`src/common/enet_regs_map.svh`:
```
// Offsets, register codes, field positions and write masks of the
// Ethernet port status/control bank. Definitions only.
`ifndef ENET_REGS_MAP_SVH
`define ENET_REGS_MAP_SVH
// ----------------------------------------
// Offsets in the 4 Kbyte page
// ----------------------------------------
`define OFS_MASTER_IRQ 12'h022
`define OFS_EE_CMD 12'h040
`define OFS_EE_DATA 12'h042
`define OFS_RX_BYTES 12'h050
`define OFS_RX_CFG 12'h102
`define OFS_RX_CTL 12'h104
`define OFS_TX_CFG 12'h106
`define OFS_TX_CMD 12'h108
`define OFS_BUF_CFG 12'h10a
`define OFS_LINE_CTL 12'h112
`define OFS_SELF_CTL 12'h114
`define OFS_BUS_CTL 12'h116
`define OFS_TEST_CTL 12'h118
`define OFS_ISQ 12'h120
`define OFS_RX_EVT 12'h124
`define OFS_TX_EVT 12'h128
`define OFS_BUF_EVT 12'h12c
`define OFS_MISS_CNT 12'h130
`define OFS_COL_CNT 12'h132
`define OFS_LINE_ST 12'h134
`define OFS_SELF_ST 12'h136
// ----------------------------------------
// Register codes in bits 5:0
// ----------------------------------------
`define CODE_RX_CFG 16'h0003
`define CODE_RX_CTL 16'h0005
`define CODE_TX_CFG 16'h0007
`define CODE_TX_CMD 16'h0009
`define CODE_BUF_CFG 16'h000b
`define CODE_LINE_CTL 16'h0013
`define CODE_SELF_CTL 16'h0015
`define CODE_BUS_CTL 16'h0017
`define CODE_TEST_CTL 16'h0019
`define CODE_RX_EVT 16'h0004
`define CODE_TX_EVT 16'h0008
`define CODE_BUF_EVT 16'h000c
`define CODE_MISS_CNT 16'h0010
`define CODE_COL_CNT 16'h0012
`define CODE_LINE_ST 16'h0014
`define CODE_SELF_ST 16'h0016
// ----------------------------------------
// Field positions and masks
// ----------------------------------------
`define RX_EXTRA 14
`define RX_RUNT 13
`define RX_FCS 12
`define RX_GOOD 8
`define RX_DEST_UP_MSB 11
`define RX_DEST_UP_LSB 9
`define RX_DEST_LO_MSB 7
`define RX_DEST_LO_LSB 6
`define RX_IRQ_MASK 16'h7100
`define RX_CTL_MASK 16'h7fc0
`define TX_GOOD 8
`define TX_LATE 9
`define TX_OVERLONG 10
`define TX_ANY_COL 11
`define TX_SIXTEEN 15
`define TX_IRQ_MASK 16'h8f00
`define BUF_SWINT 6
`define BUF_TX_SPACE 8
`define BUF_TX_STARVE 9
`define BUF_RX_DROP 10
`define BUF_RX_CHUNK 11
`define BUF_MISS_WRAP 12
`define BUF_COL_WRAP 13
`define BUF_RX_DEST 15
`define BUF_IRQ_MASK 16'h8f00
`define BUF_CFG_MASK 16'hbf00
`define CTL_BODY_MASK 16'hffc0
`define CNT_LSB 6
`define CNT_WRAP_BIT 9
`define MASTER_IRQ_BIT 15
`endif

```
`src/common/enet_regs_pkg.sv`:
```
// Types shared by the Ethernet port register bank.
// Assumes enet_regs_map.svh supplies the numeric layout.
package enet_regs_pkg;
   typedef logic [15:0] word_t;
   typedef logic [11:0] offset_t;
   typedef logic [9:0] count_t;
endpackage

```
`src/rtl/enet_event_enable_accept_map.sv`:
```
// Status and control register bank of the Ethernet port: interrupt
// enables, event registers, counters and receive acceptance.
// Assumes the MAC side gives one-cycle event pulses on sys_clk and that
// the host reaches the bank as 16-bit words through the data port.
//
// Overview of operation
// [RULE1] One interrupt enable per event, in receive, transmit and buffer config registers; the bank gives the BUF_SWINT event no enable.
// [RULE2] Miss and collision counters passing 1FFh raise an interrupt when enabled.
// [RULE3] Receive control register holds nine frame acceptance bits.
// [RULE4] Frames whose category acceptance bit is clear are discarded, others kept; the bank also discards frames that match no enabled destination class.
// [RULE5] The four paired acceptance and receive enable bits act independently.
// [RULE6] Enabled but not accepted receive event interrupts, rejects frame, length zero.
// [RULE7] The other five acceptance bits steer destination address filtering.
// [RULE8] Host writes zero to every reserved bit.
// [RULE9] Registers decode as 16-bit words at fixed offsets; events read-only.
// [RULE10] Enabled bit plus its event gives an interrupt to the host; the bank also needs master_irq bit 15 set.
// [RULE11] Event bits set regardless of enables and clear when read.
// [RULE12] Miss and collision counters are 10 bits and clear when read.
// [RULE13] Interrupt output is OR of all enabled pending events and overflows; the bank also ORs in BUF_SWINT with no enable and gates with master_irq bit 15.
// [RULE14] Reserved locations read zero and ignore writes.
`include "enet_regs_map.svh"
`timescale 1ns/100ps
`default_nettype none

module enet_event_enable_accept_map (
   input wire logic sys_clk,
   input wire logic reset_n,
   input wire enet_regs_pkg::offset_t reg_addr,
   input wire logic reg_wr,
   input wire logic reg_rd,
   input wire enet_regs_pkg::word_t reg_wdata,
   output enet_regs_pkg::word_t reg_rdata,
   input wire logic rx_done,
   input wire logic [3:0] rx_category,
   input wire logic [4:0] rx_dest_class,
   input wire enet_regs_pkg::word_t rx_frame_len,
   input wire logic [4:0] tx_event_in,
   input wire logic [4:0] buf_event_in,
   input wire logic [9:0] line_status_in,
   input wire logic [9:0] self_status_in,
   output logic rx_keep,
   output logic rx_reject,
   output enet_regs_pkg::word_t rx_length,
   output logic [4:0] dest_filter_accept,
   output logic [15:0] line_control_out,
   output logic irq
);
   import enet_regs_pkg::*;

   // ----------------------------------------
   // State
   // ----------------------------------------
   typedef struct packed {
      word_t master_irq;
      word_t ee_cmd;
      word_t ee_data;
      word_t rx_bytes;
      word_t rx_cfg;
      word_t rx_ctl;
      word_t tx_cfg;
      word_t buf_cfg;
      word_t line_ctl;
      word_t self_ctl;
      word_t bus_ctl;
      word_t test_ctl;
      word_t rx_evt;
      word_t tx_evt;
      word_t buf_evt;
      count_t miss_cnt;
      count_t col_cnt;
      word_t rdata;
      logic keep;
      logic reject;
      word_t len;
      logic irq;
   } bank_t;

   bank_t cur;
   bank_t next_cur;

   word_t rd_value;
   logic [4:0] rd_clear;
   logic [3:0] rx_set;
   logic [3:0] rx_accept4;
   logic [4:0] rx_accept5;
   logic frame_ok;
   word_t rx_set_w;
   word_t tx_set_w;
   word_t buf_set_w;
   logic irq_pending;

   // ----------------------------------------
   // Read decode
   // ----------------------------------------
   // rd_clear: rx, tx, buf events, miss, collision counters
   always_comb begin
      rd_value = 16'h0000;
      rd_clear = 5'h00;
      // [RULE9] Fixed word decode
      case (reg_addr)
         `OFS_MASTER_IRQ: rd_value = cur.master_irq;
         `OFS_EE_CMD: rd_value = cur.ee_cmd;
         `OFS_EE_DATA: rd_value = cur.ee_data;
         `OFS_RX_BYTES: rd_value = cur.rx_bytes;
         `OFS_RX_CFG: rd_value = cur.rx_cfg | `CODE_RX_CFG;
         `OFS_RX_CTL: rd_value = cur.rx_ctl | `CODE_RX_CTL;
         `OFS_TX_CFG: rd_value = cur.tx_cfg | `CODE_TX_CFG;
         `OFS_TX_CMD: rd_value = `CODE_TX_CMD;
         `OFS_BUF_CFG: rd_value = cur.buf_cfg | `CODE_BUF_CFG;
         `OFS_LINE_CTL: rd_value = cur.line_ctl | `CODE_LINE_CTL;
         `OFS_SELF_CTL: rd_value = cur.self_ctl | `CODE_SELF_CTL;
         `OFS_BUS_CTL: rd_value = cur.bus_ctl | `CODE_BUS_CTL;
         `OFS_TEST_CTL: rd_value = cur.test_ctl | `CODE_TEST_CTL;
         // [RULE11] Read clears events
         `OFS_RX_EVT: begin
            rd_value = cur.rx_evt | `CODE_RX_EVT;
            rd_clear = 5'h01;
         end
         `OFS_TX_EVT: begin
            rd_value = cur.tx_evt | `CODE_TX_EVT;
            rd_clear = 5'h02;
         end
         `OFS_BUF_EVT: begin
            rd_value = cur.buf_evt | `CODE_BUF_EVT;
            rd_clear = 5'h04;
         end
         // [RULE12] Counters clear on read
         `OFS_MISS_CNT: begin
            rd_value = {cur.miss_cnt, 6'h00} | `CODE_MISS_CNT;
            rd_clear = 5'h08;
         end
         `OFS_COL_CNT: begin
            rd_value = {cur.col_cnt, 6'h00} | `CODE_COL_CNT;
            rd_clear = 5'h10;
         end
         `OFS_LINE_ST: rd_value = {line_status_in, 6'h00} | `CODE_LINE_ST;
         `OFS_SELF_ST: rd_value = {self_status_in, 6'h00} | `CODE_SELF_ST;
         // Queue hands out the first non-empty event register and drains it
         `OFS_ISQ: begin
            if (cur.rx_evt != 16'h0000) begin
               rd_value = cur.rx_evt | `CODE_RX_EVT;
               rd_clear = 5'h01;
            end else if (cur.tx_evt != 16'h0000) begin
               rd_value = cur.tx_evt | `CODE_TX_EVT;
               rd_clear = 5'h02;
            end else if (cur.buf_evt != 16'h0000) begin
               rd_value = cur.buf_evt | `CODE_BUF_EVT;
               rd_clear = 5'h04;
            end else if (cur.miss_cnt[`CNT_WRAP_BIT]) begin
               rd_value = {cur.miss_cnt, 6'h00} | `CODE_MISS_CNT;
               rd_clear = 5'h08;
            end else if (cur.col_cnt[`CNT_WRAP_BIT]) begin
               rd_value = {cur.col_cnt, 6'h00} | `CODE_COL_CNT;
               rd_clear = 5'h10;
            end
         end
         // [RULE14] Unmapped reads zero
         default: rd_value = 16'h0000;
      endcase
      if (!reg_rd) begin
         rd_clear = 5'h00;
      end
   end

   // ----------------------------------------
   // Receive acceptance and event set vectors
   // ----------------------------------------
   always_comb begin
      // [RULE3] Nine acceptance bits
      rx_accept4 = {cur.rx_ctl[`RX_EXTRA], cur.rx_ctl[`RX_RUNT], cur.rx_ctl[`RX_FCS],
                    cur.rx_ctl[`RX_GOOD]};
      // [RULE7] Address filter bits
      rx_accept5 = {cur.rx_ctl[`RX_DEST_UP_MSB:`RX_DEST_UP_LSB],
                    cur.rx_ctl[`RX_DEST_LO_MSB:`RX_DEST_LO_LSB]};
      rx_set = rx_done ? rx_category : 4'h0;
      // [RULE4] Discard unaccepted categories
      frame_ok = ((rx_category & rx_accept4) != 4'h0) &&
                 ((rx_dest_class & rx_accept5) != 5'h00);
      // [RULE5] Events ignore acceptance
      rx_set_w = 16'h0000;
      rx_set_w[`RX_EXTRA] = rx_set[3];
      rx_set_w[`RX_RUNT] = rx_set[2];
      rx_set_w[`RX_FCS] = rx_set[1];
      rx_set_w[`RX_GOOD] = rx_set[0];
      tx_set_w = 16'h0000;
      tx_set_w[`TX_SIXTEEN] = tx_event_in[4];
      tx_set_w[`TX_ANY_COL] = tx_event_in[3];
      tx_set_w[`TX_OVERLONG] = tx_event_in[2];
      tx_set_w[`TX_LATE] = tx_event_in[1];
      tx_set_w[`TX_GOOD] = tx_event_in[0];
      buf_set_w = 16'h0000;
      buf_set_w[`BUF_RX_DEST] = buf_event_in[4];
      buf_set_w[`BUF_RX_CHUNK] = buf_event_in[3];
      buf_set_w[`BUF_RX_DROP] = buf_event_in[2];
      buf_set_w[`BUF_TX_STARVE] = buf_event_in[1];
      buf_set_w[`BUF_TX_SPACE] = buf_event_in[0];
      buf_set_w[`BUF_SWINT] = reg_wr && (reg_addr == `OFS_BUF_CFG) && reg_wdata[`BUF_SWINT];
   end

   // ----------------------------------------
   // Next state
   // ----------------------------------------
   always_comb begin
      next_cur = cur;
      next_cur.rdata = reg_rd ? rd_value : cur.rdata;
      // Masking keeps reserved bits zero in the config and control registers even if the host breaks [RULE8]
      if (reg_wr) begin
         case (reg_addr)
            `OFS_MASTER_IRQ: next_cur.master_irq = reg_wdata;
            `OFS_EE_CMD: next_cur.ee_cmd = reg_wdata;
            `OFS_EE_DATA: next_cur.ee_data = reg_wdata;
            // [RULE1] Enable registers, plus receive control and the other control registers
            `OFS_RX_CFG: next_cur.rx_cfg = reg_wdata & `RX_IRQ_MASK;
            `OFS_RX_CTL: next_cur.rx_ctl = reg_wdata & `RX_CTL_MASK;
            `OFS_TX_CFG: next_cur.tx_cfg = reg_wdata & `TX_IRQ_MASK;
            `OFS_BUF_CFG: next_cur.buf_cfg = reg_wdata & `BUF_CFG_MASK;
            `OFS_LINE_CTL: next_cur.line_ctl = reg_wdata & `CTL_BODY_MASK;
            `OFS_SELF_CTL: next_cur.self_ctl = reg_wdata & `CTL_BODY_MASK;
            `OFS_BUS_CTL: next_cur.bus_ctl = reg_wdata & `CTL_BODY_MASK;
            `OFS_TEST_CTL: next_cur.test_ctl = reg_wdata & `CTL_BODY_MASK;
            // [RULE14] Other writes ignored
            default: next_cur.master_irq = cur.master_irq;
         endcase
      end
      // [RULE11] Set wins over read clear
      next_cur.rx_evt = (rd_clear[0] ? 16'h0000 : cur.rx_evt) | rx_set_w;
      next_cur.tx_evt = (rd_clear[1] ? 16'h0000 : cur.tx_evt) | tx_set_w;
      next_cur.buf_evt = (rd_clear[2] ? 16'h0000 : cur.buf_evt) | buf_set_w;
      // [RULE12] Ten-bit counters, saturating
      next_cur.miss_cnt = rd_clear[3] ? 10'h000 : cur.miss_cnt;
      if (buf_event_in[2] && (next_cur.miss_cnt != 10'h3ff)) begin
         next_cur.miss_cnt = next_cur.miss_cnt + 10'h001;
      end
      next_cur.col_cnt = rd_clear[4] ? 10'h000 : cur.col_cnt;
      if (tx_event_in[3] && (next_cur.col_cnt != 10'h3ff)) begin
         next_cur.col_cnt = next_cur.col_cnt + 10'h001;
      end
      // [RULE6] Reject gives zero length
      next_cur.keep = rx_done && frame_ok;
      next_cur.reject = rx_done && !frame_ok;
      if (rx_done) begin
         next_cur.len = frame_ok ? rx_frame_len : 16'h0000;
         next_cur.rx_bytes = frame_ok ? rx_frame_len : 16'h0000;
      end
      // [RULE10] Enabled events interrupt
      // [RULE2] Counter overflow past 1FFh
      irq_pending = ((cur.rx_evt & cur.rx_cfg) != 16'h0000) ||
                    ((cur.tx_evt & cur.tx_cfg) != 16'h0000) ||
                    ((cur.buf_evt & cur.buf_cfg & `BUF_IRQ_MASK) != 16'h0000) ||
                    cur.buf_evt[`BUF_SWINT] ||
                    (cur.buf_cfg[`BUF_MISS_WRAP] && cur.miss_cnt[`CNT_WRAP_BIT]) ||
                    (cur.buf_cfg[`BUF_COL_WRAP] && cur.col_cnt[`CNT_WRAP_BIT]);
      // [RULE13] Gated OR of pending
      next_cur.irq = irq_pending && cur.master_irq[`MASTER_IRQ_BIT];
   end

   // ----------------------------------------
   // Registers
   // ----------------------------------------
   // Synchronous reset keeps every output flop defined from the first edge
   always_ff @(posedge sys_clk) begin
      if (!reset_n) begin
         cur <= '0;
      end else begin
         cur <= next_cur;
      end
   end

   assign reg_rdata = cur.rdata;
   assign rx_keep = cur.keep;
   assign rx_reject = cur.reject;
   assign rx_length = cur.len;
   assign dest_filter_accept = rx_accept5;
   assign line_control_out = cur.line_ctl;
   assign irq = cur.irq;

endmodule

`default_nettype wire

```
`config.mk`:
```
export PLATFORM = sky130hd
export DESIGN_NAME = enet_event_enable_accept_map
export DESIGN_NICKNAME = d
export VERILOG_FILES = /design/src/common/enet_regs_pkg.sv /design/src/rtl/enet_event_enable_accept_map.sv
export VERILOG_INCLUDE_DIRS = /design/src /design/src/common
export SDC_FILE = /design/constraint.sdc
export NUM_CORES = 1
export LEC_CHECK = 0
export BUFFER_PORTS_ARGS = -buffer_cell sky130_fd_sc_hd__buf_2
export CAP_MARGIN = 20
export CORE_UTILIZATION = 54
export CTS_BUF_LIST = sky130_fd_sc_hd__clkbuf_8
export CTS_CLUSTER_DIAMETER = 200
export DETAILED_ROUTE_END_ITERATION = 10
export PLACE_DENSITY = 0.79
export SLEW_MARGIN = 5
export SYNTH_ARGS = -nofsm -noshare
export SYNTH_HDL_FRONTEND = slang
export SYNTH_SLANG_ARGS = --single-unit
```
`constraint.sdc`:
```
create_clock -name sys_clk -period 3.5 [get_ports sys_clk]
set_clock_uncertainty 0.05 [all_clocks]
set_input_delay 0.7 -clock sys_clk [delete_from_list [all_inputs] [get_ports sys_clk]]
set_output_delay 0.7 -clock sys_clk [all_outputs]
set_load 0.1 [all_outputs]
```
# Word-level counts from Yosys, hierarchy flattened
# Cells that the tools add are included.
# word_totals
wordCells	111
ff_bits	216
# op_classes
mux	22
n_reduce_logical	35
addsub	2
bitwise_logic	8
eq_ne	23
# op_table
cell	n
16-bit case mux with 21 select lines	1
12-bit by 9-bit == test with 1-bit output (second input constant)	17
16-bit two-way mux	9
16-bit nonzero test	6
10-bit two-way mux	4
12-bit by 7-bit == test with 1-bit output (second input constant)	3
16-bit bitwise AND	2
16-bit OR	2
5-bit two-way mux	6
5-bit case mux with 6 select lines	1
2-bit AND reduction	11
10-bit by 1-bit adder with 10-bit output (second input constant)	2
10-bit inequality test (second input constant)	2
16-bit by 15-bit bitwise AND with 16-bit output	1
16-bit by 15-bit OR with 16-bit output	1
12-bit by 6-bit == test with 1-bit output (second input constant)	1
1-bit logical AND	10
5-bit bitwise AND	1
1-bit logical OR	5
5-bit nonzero test	1
4-bit bitwise AND	1
4-bit two-way mux	1
4-bit nonzero test	1
1-bit zero test	1

# Longest topological paths before layout
# Gate-level depths: netlist of the first run.
# logic_depth
depth_word	11
mapped_depth	13
mapped_depth_nobuf	12

# Least setup slack after synthesis of the first run
# OpenSTA, ideal clock, no wires.
# synth_path
path_kind	input-to-reg
start	in reg_addr[5]
end	reg cur[44] in the netlist's numbering
path_buffers	1
setup_ns	0.120
cell_stages	13
setup_slack_ns	0.001
arrival_ns	3.330
cell_sequence	buf_2 > or4b_2 > nor4_4 > a31o_4 > nand2_4 > and2_1 > ha_1 > nand4_1 > o31ai_1 > nor3_1 > nand3_1 > xor2_1 > nor2_1
# synth_via
elab_chain_cells	7
word_cells_on_any_way	13
cone_classes	1 x add/sub; 7 x eq/ne; 4 x mux; 1 x reduce/logical
# synth_lines
item	line_no	rtl
start: declaration	enet_event_enable_accept_map.sv:28	input wire enet_regs_pkg::offset_t reg_addr,
12-bit by 9-bit == test with 1-bit output	enet_event_enable_accept_map.sv:100	case (reg_addr)
5-bit case mux with 6 select lines *	enet_event_enable_accept_map.sv:100	
5-bit two-way mux *	enet_event_enable_accept_map.sv:160	if (!reg_rd) begin
10-bit two-way mux *	enet_event_enable_accept_map.sv:234	next_cur.col_cnt = rd_clear[4] ? 10'h000 : cur.col_cnt;
branches (longest 2 deep; another with 10-bit by 1-bit adder with 10-bit output)	n/a	
10-bit two-way mux *	enet_event_enable_accept_map.sv:235	if (tx_event_in[3] && (next_cur.col_cnt != 10'h3ff)) begin
end signal: assignment	enet_event_enable_accept_map.sv:265	cur <= next_cur;
end: declaration	enet_event_enable_accept_map.sv:78	bank_t cur;
# Mark *: on every way between the ends.
# A chain may end at the register's enable or synchronous reset.

# Worst setup path after layout of the first run
# layout_path
start	reg cur[95] in the netlist's numbering
end	reg cur[50] in the netlist's numbering
# layout_via
elab_chain_cells	8
word_cells_on_any_way	9
cone_classes	1 x add/sub; 1 x eq/ne; 5 x mux; 2 x reduce/logical
# layout_lines
item	line_no	rtl
16-bit nonzero test *	enet_event_enable_accept_map.sv:140	if (cur.rx_evt != 16'h0000) begin
5-bit two-way mux *	enet_event_enable_accept_map.sv:140	
5-bit case mux with 6 select lines *	enet_event_enable_accept_map.sv:100	
5-bit two-way mux *	enet_event_enable_accept_map.sv:160	
10-bit two-way mux *	enet_event_enable_accept_map.sv:230	next_cur.miss_cnt = rd_clear[3] ? 10'h000 : cur.miss_cnt;
branches (longest 2 deep; another with 10-bit by 1-bit adder with 10-bit output)	n/a	
10-bit two-way mux *	enet_event_enable_accept_map.sv:231	if (buf_event_in[2] && (next_cur.miss_cnt != 10'h3ff)) begin
# Marks and branches as above.

==> results of run 1 <==
==> metal layers <==
layer | global-route usage, % | wire (um) | up-vias
met5 | 0 | 0 | -
met4 | 20.3 | 1840 | 0
met3 | 8.31 | 4000 | 119
met2 | 61.8 | 15800 | 701
met1 | 52.6 | 14200 | 4612
li1 | - | - | 4362
==> sequential cells by signal, summed over array words and instances, names as in the netlist <==
name,count
cur,133
dest_filter_accept,5
irq,1
line_control_out,10
reg_rdata,16
rx_keep,1
rx_length,16
rx_reject,1
==> per-stage QoR <==
stage / setup WS [ns] / area (sq um)
2_1_floorplan: 0.000656 / 9480
3_5_place_dp: -0.0855 / 10300
3_3_place_gp: -0.0173 / 10300
6_report: 0.247 / 10700
5_1_grt: 0.114 / 10700
4_1_cts: 0.308 / 10700
==> final timing paths <==
path,start,to,slack [ns],cells after the start
max,cur[95],cur[50],0.25,11
min,tx_event_in[1],cur[80],0.37,3
min reg2reg,cur[262],cur[262],0.41,2
max reg2reg,cur[95],cur[50],0.25,11
==> cell usage after synthesis, types with 4 or more instances <==
master	number
clkbuf_1	53
o21a_1	4
buf_1	5
nor4_4	8
a222oi_1	13
o22ai_1	5
and2_1	9
or4_1	6
a221oi_1	12
nor3_1	20
nor4_1	7
a211oi_1	11
xor2_1	9
nand3_1	77
mux2_2	9
inv_1	9
nand4_1	11
a21oi_1	121
o21ai_0	14
buf_4	60
a22o_1	44
dfxtp_1	183
a32oi_1	7
nor3_2	5
mux2i_1	20
and4_1	4
a31oi_1	4
nor3b_1	5
and3_1	8
a22oi_1	37
or2_2	7
nor2b_1	5
nor2_1	73
buf_2	15
a32o_1	5
a221o_1	4
nand2_1	190
==> cell type report <==
cell class	count	area (sq um)
multi-input combinational	826	5030
clock inverter	14	159
clock buffer	18	248
sequential	183	3660
antenna	1	2.50
inverter	9	35.0
tap	225	282
timing repair buffer	219	1310
fill	1544	6440
==> cells by family (layout without fill, tap and decap cells) <==
kind of cell / Yosys count / in the layout / synth area share (%)
other: 1 / 7 / 0.0396
buffers and inverters: 144 / 260 / 8.45
AOI/OAI and AO/OA: 311 / 311 / 22.8
xor gates and xnor gates: 12 / 12 / 1.11
DFF: 183 / 183 / 38.7
muxes: 29 / 29 / 3.19
and+or+nand+nor: 466 / 466 / 25.5
adders and majority gates: 2 / 2 / 0.265
==> power by group <==
part | total (uW) | switching [uW] | internal [uW]
registers | 2130 | 30.5 | 2100
logic | 362 | 252 | 110
clock network | 1470 | 859 | 615
==> tightest hold or removal path, delay by kind of cell <==
family | cells | cell delay [ns]
compound gates | 1 | 0.03
simple gates | 1 | 0.06
buf+inv | 1 | 0.08
==> layout by cell type, fill, tap and decap left out, types with 5 or more instances in the layout <==
cell type / n
nor3_1: 20
o21ai_0: 14
nand4_1: 11
dfxtp_1: 183
a222oi_1: 13
nor3_2: 5
conb_1: 6
nor4_4: 8
o22ai_1: 5
a22oi_1: 37
mux2i_1: 20
xor2_1: 9
nor2b_1: 5
a32o_1: 5
or2_2: 7
and3_1: 8
clkbuf_8: 18
a22o_1: 44
nor3b_1: 5
inv_1: 8
buf_4: 81
nand2_1: 190
nor2_1: 73
a221oi_1: 12
nor4_1: 7
mux2_2: 9
a21oi_1: 121
and2_1: 9
or4_1: 6
buf_2: 137
a32oi_1: 7
a211oi_1: 11
nand3_1: 77
==> summary.md, run 1 <==
| Metric | Value |
|---|---|
| Run status | completed |
| Postcts setup bufs | 0 |
| Synth Instances | approximately 1,100 |
| Hold/Removal Path Class | in -> reg |
| Vias in the first global route | about 8,900 |
| Worst path max stage delay | around 0.7 ns |
| Syn. warnings | 0 |
| Largest cells by area after synthesis | dfxtp_1 (39%), nand2_1 (7.5%), a21oi_1 (6.4%) |
| PD cells | between 300 and 400 nW/um^2 |
| # port buffers | roughly 140 |
| Worst IR drop on VDD | around 290 uV |
| Synthesized flop and latch total | between 150 and 200 |
| Setup TNS Final | 0 ns |
| Ys async rst share | 0% |
| Clock buffer depth | 2 |
| CTS Sinks | roughly 180 |
| CP most frequent cell | or4_1 |
| Fin nets | ~1,300 |
| Setup crit end kind | flop |
| Io pins | 144 |
| Clock Latency Late Sink | 0.47 ns |
| Fin. max-slew vios | 0 |
| Worst path bufs/invs | 1 |
| Endpoints failing setup | 0 |
| Post-DP HPWL | between 20 and 30 mm |
| Remaining global-route overflow | 0 |
| Drt pass-1 iters | 7 |
| DRC | 0 |
| Post-CTS Hold Fix Bufs | 0 |
| CTS clk-pin slew, worst paths | 0.10 ns |
| Largest net degree at the start of global routing | 81 |
| Initial core utilization | between 50% and 60% |
| Gr usage total | around 40% |
| Max Clk Rate | about 0.31 GHz |
| CTS resizes | 0 |
| First-pass GRT wire length | around 53 mm |
| WHS | around 0.37 ns |
| Seq/Total Area, Yosys | 38.7% |
| Core area | around 17,000 sq um |
| Syn_area_per_cell | just over 8 sq um |
| Row cnt | 48 |
| Inst Count DP | approximately 1,500 |
| Initial drt markers | about 1,500 |
| Wire per inst | between 20 and 25 um |
| Overall Power | ~4000 uW |
| Post-synth EDFFs | 0 |
| TritonCTS buffer count | 17 |
| Crit path max fanout | 6 |
| Worst Setup Path Type | reg -> reg |
| Die height | about 130 um |
| Crit path launch type | flop |
| Kind of cell adding the most delay to the critical path | simple AND/OR/NAND/NOR gates |
| CTS tree | built |
| RSZ-0062 raised after global routing | false |
| Max Cap Violations | 0 |
| Ys flop type | dfxtp_1 |
| Die ar. | between 15,000 and 20,000 sq um |
| Synth Cell Area | between 9000 and 10,000 sq um |
| CP Cell Sequence | or4_1, nor4_4, buf_4, a31o_2, nand2_2, and2_1, ha_1, nand2_1, nor2_1, or4_1, a21oi_1 |
| Fin util | ~62% |
| Slew HR | between 30 and 40% |
| Area Growth Syn to Fin | 13.5% |
| Worst-Margin Slew | roughly 1 ns |
| Leak | just over 0.004 uW |
| Yosys top cell by area | dfxtp_1 |
| ANT nets after route | 0 |
| Yosys cell types | 77 |
| Worst EP required | 3.86 ns |
| Tcrit/Tclk final | about 93% |
| Die X | 134 um |
| DR vias/cell | approximately 6.6 |
| Top-area cell type share of the netlist area | about 39% |
| CTS root buf | clkbuf_8 |
| Critical-path top delay cell | or4_1 |
| Gp weighted congestion | about 1.0 |
| Finished Layout Cells | 1,495 |
| Share of layout cells above drive strength 1 | about a quarter |
| Initial antenna violation count | 1 |
| H-tree levels | 4 |
| Vias | about 9,800 |
| Hold Violations, Final | 0 |
| Routed wire length | ~36 mm |
| Minimum clock period | between 3 and 4 ns |
| Crit path DAT | approximately 3.6 ns |
Power figures use the tool's default switching activity.
==> run 2, diff against run 1 <==
--- a/config.mk
+++ b/config.mk
@@ -6,6 +6,7 @@
 export SDC_FILE = /design/constraint.sdc
 export NUM_CORES = 1
 export LEC_CHECK = 0
+export ABC_AREA = 1
 export BUFFER_PORTS_ARGS = -buffer_cell sky130_fd_sc_hd__buf_2
 export CAP_MARGIN = 20
 export CORE_UTILIZATION = 54
==> run 2 against run 1 <==
Compared with the run above: worst setup slack gained 0.37 ns; die area grew 0.24%; register-to-register slack gained 0.37 ns; core utilization shrank 2.1 points; maximum frequency grew 13%; non-clock buffer count shrank 58; critical endpoint is now cur[51]; largest cell class unchanged; largest power group unchanged.
==> summary.md, run 2 <==
| Metric | Value |
|---|---|
| DRC | 0 (unchanged) |
| Placed Area | 10,000 sq um (-2.9%) |
| Vias in the first global route | 8,735 (-1.6%) |
| Yosys cell types | 45 (-42%) |
| Tcrit/Tclk final | 82.3% (-11 points) |
| Ys async rst share | 0% (unchanged) |
| DR vias/cell | 5.79 (-12%) |
| Slew HR | 34.5% (+0.88 points) |
| Area Growth Syn to Fin | 9.82% |
| Gr usage total | 36.1% (-3.8 points) |
| Filler cells | 1,661 (+7.6%) |
| Row cnt | 48 (unchanged) |
| Overall Power | 3880 uW (-2.2%) |
| TritonCTS buffer count | 17 (unchanged) |
| Syn_area_per_cell | 6.85 sq um (-17%) |
| Worst IR drop on VDD | 227 uV (-21%) |
| Postcts setup bufs | 0 (unchanged) |
| Clock buffer depth | 2 (unchanged) |
| Max Clk Rate | 0.347 GHz (+13%) |
| First-pass GRT wire length | 49.0 mm (-8.4%) |
| H-tree levels | 4 (unchanged) |
| Die X | 135 um (+0.12%) |
| Post-CTS Hold Fix Bufs | 0 (unchanged) |
| Leak | 0.00417 uW (+1.1%) |
| Run status | completed |
| Gp weighted congestion | 1.04 (-0.15%) |
| Post-synth EDFFs | 0 (unchanged) |
| Initial drt markers | 1,273 (-14%) |
| Io pins | 144 (unchanged) |
| Inst Count DP | 1,665 (+14%) |
| Crit path max fanout | 12 (+6) |
| Top-area cell type share of the netlist area | 38.6% (-0.092 points) |
| Fin nets | 1,550 (+15%) |
| Wire per inst | 19.2 um (-20%) |
| Core area | 17,200 sq um (+0.35%) |
| # port buffers | 137 (unchanged) |
| Routed wire length | 32.5 mm (-9.4%) |
| Post-synth top cells | nand2_1 (211), inv_1 (204), dfxtp_1 (183), o21ai_0 (164), a21oi_1 (147) |
| Post-DP HPWL | 24.6 mm (-7.2%) |
| CTS clk-pin slew, worst paths | 0.10 ns (about the same) |
| Endpoints failing setup | 0 (unchanged) |
| Most flops, register | cur |
| Final Cell Area | 10,400 sq um (-3.0%) |
| RSZ-0062 raised after global routing | false |
| Synthesized flop and latch total | 183 (unchanged) |
| Register area | 3660 sq um (unchanged) |
| Share of layout cells above drive strength 1 | 15.7% (-7.8 points) |
| Largest net degree at the start of global routing | 73 (-9.9%) |
| Multi-input logic area | 4390 sq um (-13%) |
| Setup crit end kind | flop |
| Seq/Total Area, Yosys | 38.6% (-0.092 points) |
| ANT nets after route | 0 (unchanged) |
| Crit path DAT | 3.20 ns (-0.41 ns) |
| Crit path launch type | flop |
| Minimum clock period | 2.88 ns (-0.374 ns) |
| Ys flop type | dfxtp_1 |
| Hold/Removal Path Class | in -> reg |
| Remaining global-route overflow | 0 (unchanged) |
| Max Cap Violations | 0 (unchanged) |
| Setup TNS Final | 0 ns (unchanged) |
| Fin. max-slew vios | 0 (unchanged) |
| Initial antenna violation count | 0 (-1) |
| Drt pass-1 iters | 8 (+1) |
| Synth Instances | 1,385 (+21%) |
| Finished Layout Cells | 1,695 (+13%) |
| Worst Setup Path Type | reg -> reg |
| Largest cells by area after synthesis | dfxtp_1 (39%), o21ai_0 (8.7%), nand2_1 (8.4%) |
| Commonest non-fill, non-tap cell in the layout | nand2_1 |
| Worst-Margin Slew | 0.972 ns (-0.0198 ns) |
| Die ar. | 18,100 sq um (+0.24%) |
| CTS Sinks | 183 (unchanged) |
| Antenna cells | 0 (-1) |
| Reg2Reg Setup Slack | 0.62 ns (+0.37 ns) |
| PD cells | 372 nW/um^2 (+0.79%) |
| CTS tree | built |
| Count leader, synth | nand2_1 |
| Synth Cell Area | 9480 sq um (+0.24%) |
| CTS resizes | 0 (unchanged) |
| Vias | 9,809 (+0.15%) |
| Worst EP required | 3.82 ns (-0.04 ns) |
| Syn. warnings | 0 (unchanged) |
| CTS root buf | clkbuf_8 |
| Yosys top cell by area | dfxtp_1 |
| Hold Violations, Final | 0 (unchanged) |
| Clock Latency Late Sink | 0.48 ns (about the same) |
| Commonest non-fill, non-tap cells in the layout | nand2_1 (211), inv_1 (204), dfxtp_1 (183), o21ai_0 (164), a21oi_1 (147) |
| Die height | 135 um (+0.12%) |
| Max reg flops | 133 (unchanged) |
| Initial core utilization | 55.0% (-0.061 points) |
-- run 2: changes by cell type in the layout (fill, tap and decap cells not counted), moves of 13 or more --
cell,change
buf_4,-59
o22ai_1,+46
a21oi_1,+26
nand2_1,+21
a222oi_1,-13
inv_1,+196
a22o_1,-44
mux2i_1,-20
nor2_1,+67
o21ai_0,+150
nand3_1,-29
a22oi_1,-32
-- run 2: final cells by class --
cell class                 count  area share (%)
sequential                   183            35.2
clock buffer                  19            2.51
inverter                     215            7.80
clock inverter                10            1.19
tap                          225            2.70
multi-input combinational    882            42.2
timing repair buffer         161            8.41
-- run 2: path summary, 6_finish.rpt --
kind                   startpoint            to  cells after the start
setup / recovery          cur[99]       cur[51]                     16
hold / removal    rx_frame_len[1]  rx_length[1]                      3
setup reg to reg          cur[99]       cur[51]                     16
hold reg to reg          cur[255]      cur[255]                      2
-- run 2: cell families (layout without fill, tap and decap cells) --
logic type                 Yosys count  count (layout)  share of synthesized area, %
DFF                                183             183                          38.6
buffers and inverters              325             405                          15.2
adders and majority gates            2               2                         0.264
and+or+nand+nor                    462             462                          21.8
AOI/OAI and AO/OA                  407             407                          23.6
other                                1               6                        0.0396
xor gates and xnor gates             5               5                         0.462
-- run 2: power breakdown --
group	switching, uW	internal [uW]	total [uW]
Clock	789	668	1460
Combinational	218	83.1	302
Sequential	21.2	2100	2120
Total	1030	2850	3880
-- run 2: metal layers --
layer  global-route usage (%)  up-vias  routed length (um)
met5                        0        -                   0
met4                     13.5        0                1150
met3                     6.23       91                3820
met2                     55.9      622               13800
met1                     50.3     4460               13700
li1                         -     4636                   -
-- run 2: worst max-delay path, cell delays in order (launching register included) --
cell,delay (ns)
dfxtp_1,0.42
inv_1,0.08
nand4_1,0.27
inv_1,0.14
nand3_1,0.10
nand2_1,0.08
nand2_2,0.17
inv_1,0.10
nor2_1,0.26
ha_1,0.24
nand2_1,0.07
nor2_1,0.17
nand3_2,0.28
nand3_1,0.19
nand2_1,0.06
nand2_1,0.06
nor2_1,0.04
-- run 2: metrics by stage --
step / setup slack [ns] / hold WS (ns) / utilization, %
floorplan: 0.735 / 0.365 / -
global placement: 0.294 / 0.381 / 58.1
detailed placement: 0.267 / 0.385 / 58.1
CTS: 0.673 / 0.357 / 60.4
global route: 0.240 / 0.373 / 60.4
finish: 0.621 / 0.362 / 60.4
==> run 3, diff against run 2 <==
==> constraint.sdc (replaced) <==
create_clock -name sys_clk -period 2.6 [get_ports sys_clk]
set_clock_uncertainty 0.05 [all_clocks]
set_input_delay 0.52 -clock sys_clk [delete_from_list [all_inputs] [get_ports sys_clk]]
set_output_delay 0.52 -clock sys_clk [all_outputs]
set_load 0.1 [all_outputs]
==> run 3 against run 2 <==
Compared with the run above: worst setup slack got worse by 0.43 ns; die area did not move; count of clock-buffer cells in the layout decreased by 1; critical endpoint is now cur[44]; highest routed layer unchanged.
==> summary.md, run 3 (synthesis results as in run 2) <==
| Metric | Value |
|---|---|
| Max reg flops | 133 (unchanged) |
| Antenna cells | 0 (unchanged) |
| Crit path max fanout | 9 (-3) |
| Vias | 10,200 (+3.5%) |
| Max Cap Violations | 0 (unchanged) |
| Minimum clock period | 2.41 ns (-0.465 ns) |
| # port buffers | 137 (unchanged) |
| Clock Latency Late Sink | 0.48 ns (about the same) |
| Tcrit/Tclk final | 92.8% (+11 points) |
| Area Growth Syn to Fin | 19.0% |
| Fin. max-slew vios | 0 (unchanged) |
| Die height | 135 um (unchanged) |
| Metal3 WL | 3.58 mm (-6.2%) |
| ANT nets after route | 0 (unchanged) |
| Remaining global-route overflow | 0 (unchanged) |
| Setup crit end kind | flop |
| Fin nets | 1,657 (+6.9%) |
| Crit path launch type | flop |
| Post-DP HPWL | 26.3 mm (+6.6%) |
| Fin util | 65.4% (+5.0 points) |
| Largest net degree at the start of global routing | 92 (+26%) |
| Initial antenna violation count | 1 (+1) |
| Worst IR drop on VDD | 322 uV (+42%) |
| Setup WS post-layout | 0.186 ns (-0.435 ns) |
| Filler cells | 1,573 (-5.3%) |
| Hold Violations, Final | 0 (unchanged) |
| DRC | 0 (unchanged) |
| Initial drt markers | 1,128 (-11%) |
| CTS tree | built |
| Die ar. | 18,100 sq um (unchanged) |
| Run status | completed |
| Commonest non-fill, non-tap cells in the layout | nand2_1 (210), inv_1 (203), dfxtp_1 (176), o21ai_0 (164), a21oi_1 (146) |
| Worst-Margin Slew | 0.903 ns (-0.0687 ns) |
| Io pins | 144 (unchanged) |
| PD cells | 462 nW/um^2 (+24%) |
| Commonest non-fill, non-tap cell in the layout | nand2_1 |
| Max Clk Rate | 0.414 GHz (+19%) |
| Die X | 135 um (unchanged) |
| Slew HR | 39.1% (+4.6 points) |
| Inst Count DP | 1,768 (+6.2%) |
| Reg2Reg Setup Slack | 0.19 ns (-0.43 ns) |
| Routed wire length | 33.7 mm (+3.7%) |
| First-pass GRT wire length | 50.5 mm (+3.1%) |
| Metal2 WL | 14.5 mm (+5.1%) |
| Clock buffer depth | 2 (unchanged) |
| DRT met1 WL | 14.5 mm (+5.9%) |
| CTS root buf | clkbuf_8 |
| Most flops, register | cur |
| Placement Setup Slack | -0.147 ns (-0.414 ns) |
| Gr usage total | 37.4% (+1.3 points) |
| Leak | 0.00470 uW (+12%) |
| Overall Power | 5210 uW (+34%) |
| Gp weighted congestion | 1.04 (+0.67%) |
| CTS Sinks | 183 (unchanged) |
| Share of layout cells above drive strength 1 | 22.5% (+6.8 points) |
| Finished Layout Cells | 1,805 (+6.5%) |
| Endpoints failing setup | 0 (unchanged) |
| Hold/Removal Path Class | in -> reg |
| Drt pass-1 iters | 7 (-1) |
| DR vias/cell | 5.63 (-2.8%) |
| H-tree levels | 4 (unchanged) |
| Wire per inst | 18.7 um (-2.6%) |
| Max layer used | met4 |
| Multi-input logic area | 4450 sq um (+1.2%) |
| RSZ-0062 raised after global routing | true |
| Core area | 17,200 sq um (unchanged) |
| CTS clk-pin slew, worst paths | 0.10 ns (about the same) |
| Initial core utilization | 55.0% (unchanged) |
| Worst Setup Path Type | reg -> reg |
| Register area | 3670 sq um (+0.24%) |
| Vias in the first global route | 9,024 (+3.3%) |
| Row cnt | 48 (unchanged) |
| Crit path DAT | 2.78 ns (-0.42 ns) |
| Worst EP required | 2.96 ns (-0.86 ns) |
| TritonCTS buffer count | 17 (unchanged) |
==> run 3: cell count changes in the layout (fill, tap and decap cells not counted), sizes merged <==
cell,before,now
bufinv,2,0
buf,161,267
nand2,224,225
clkinv,11,12
inv,211,216
clkbuf,19,18
==> run 3: final timing paths <==
kind	startpoint	to	cells past startpoint
setup / recovery	cur[79]	cur[44]	18
hold / removal	rx_frame_len[8]	rx_length[8]	3
setup reg to reg	cur[79]	cur[44]	18
hold reg to reg	cur[288]	cur[288]	2
==> run 3: stage by stage <==
stage	TNS [ns]	hold WS (ns)	cell area (sq um)
global placement	-0.312	0.382	10800
detailed placement	-1.35	0.386	10800
CTS	0	0.179	11200
global route	-0.0251	0.174	11300
floorplan	0	0.365	9500
finish	0	0.192	11300
==> run 3: cell type report <==
| type | count | share of cell area (%) |
|---|---|---|
| Clock buffer | 18 | 2.20 |
| Clock inverter | 14 | 1.19 |
| Inverter | 215 | 7.20 |
| Multi-Input combinational cell | 883 | 39.4 |
| Sequential cell | 183 | 32.6 |
| Tap cell | 225 | 2.50 |
| Timing Repair Buffer | 267 | 15.0 |
==> run 3: routing by layer <==
layer  vias to the layer above  GRT usage, %
met5                         -             0
met4                         0          14.4
met3                        70          6.57
met2                       628          56.8
met1                      4605          52.8
li1                       4854             -
==> run 3: power breakdown <==
group          leakage [uW]  internal [uW]  total [uW]  switching (uW)
Clock              0.000196            733        1890            1160
Combinational       0.00302            155         476             321
Sequential          0.00148           2830        2840            17.5
Total               0.00470           3710        5210            1500
==> run 3: timing repair <==
action                                  in CTS  in global routing
hold buffers                                 0                  0
endpoints found under the setup margin       0                 15
resized for setup                            0                 18
buffers inserted                             0                  4
==> run 3: worst max-delay path, stage by stage (launching register included) <==
cell	delay, ns
dfxtp_2	0.33
inv_1	0.12
nand2_2	0.11
nor2_8	0.16
nand2_4	0.11
nor2_1	0.17
nand2_1	0.10
a21oi_2	0.17
nor2_2	0.07
ha_2	0.18
nand2_1	0.07
inv_1	0.05
nand3_2	0.10
nor2_4	0.05
nand3_4	0.11
nand2_8	0.08
nor2_1	0.12
nor2_1	0.07
nor2_1	0.12
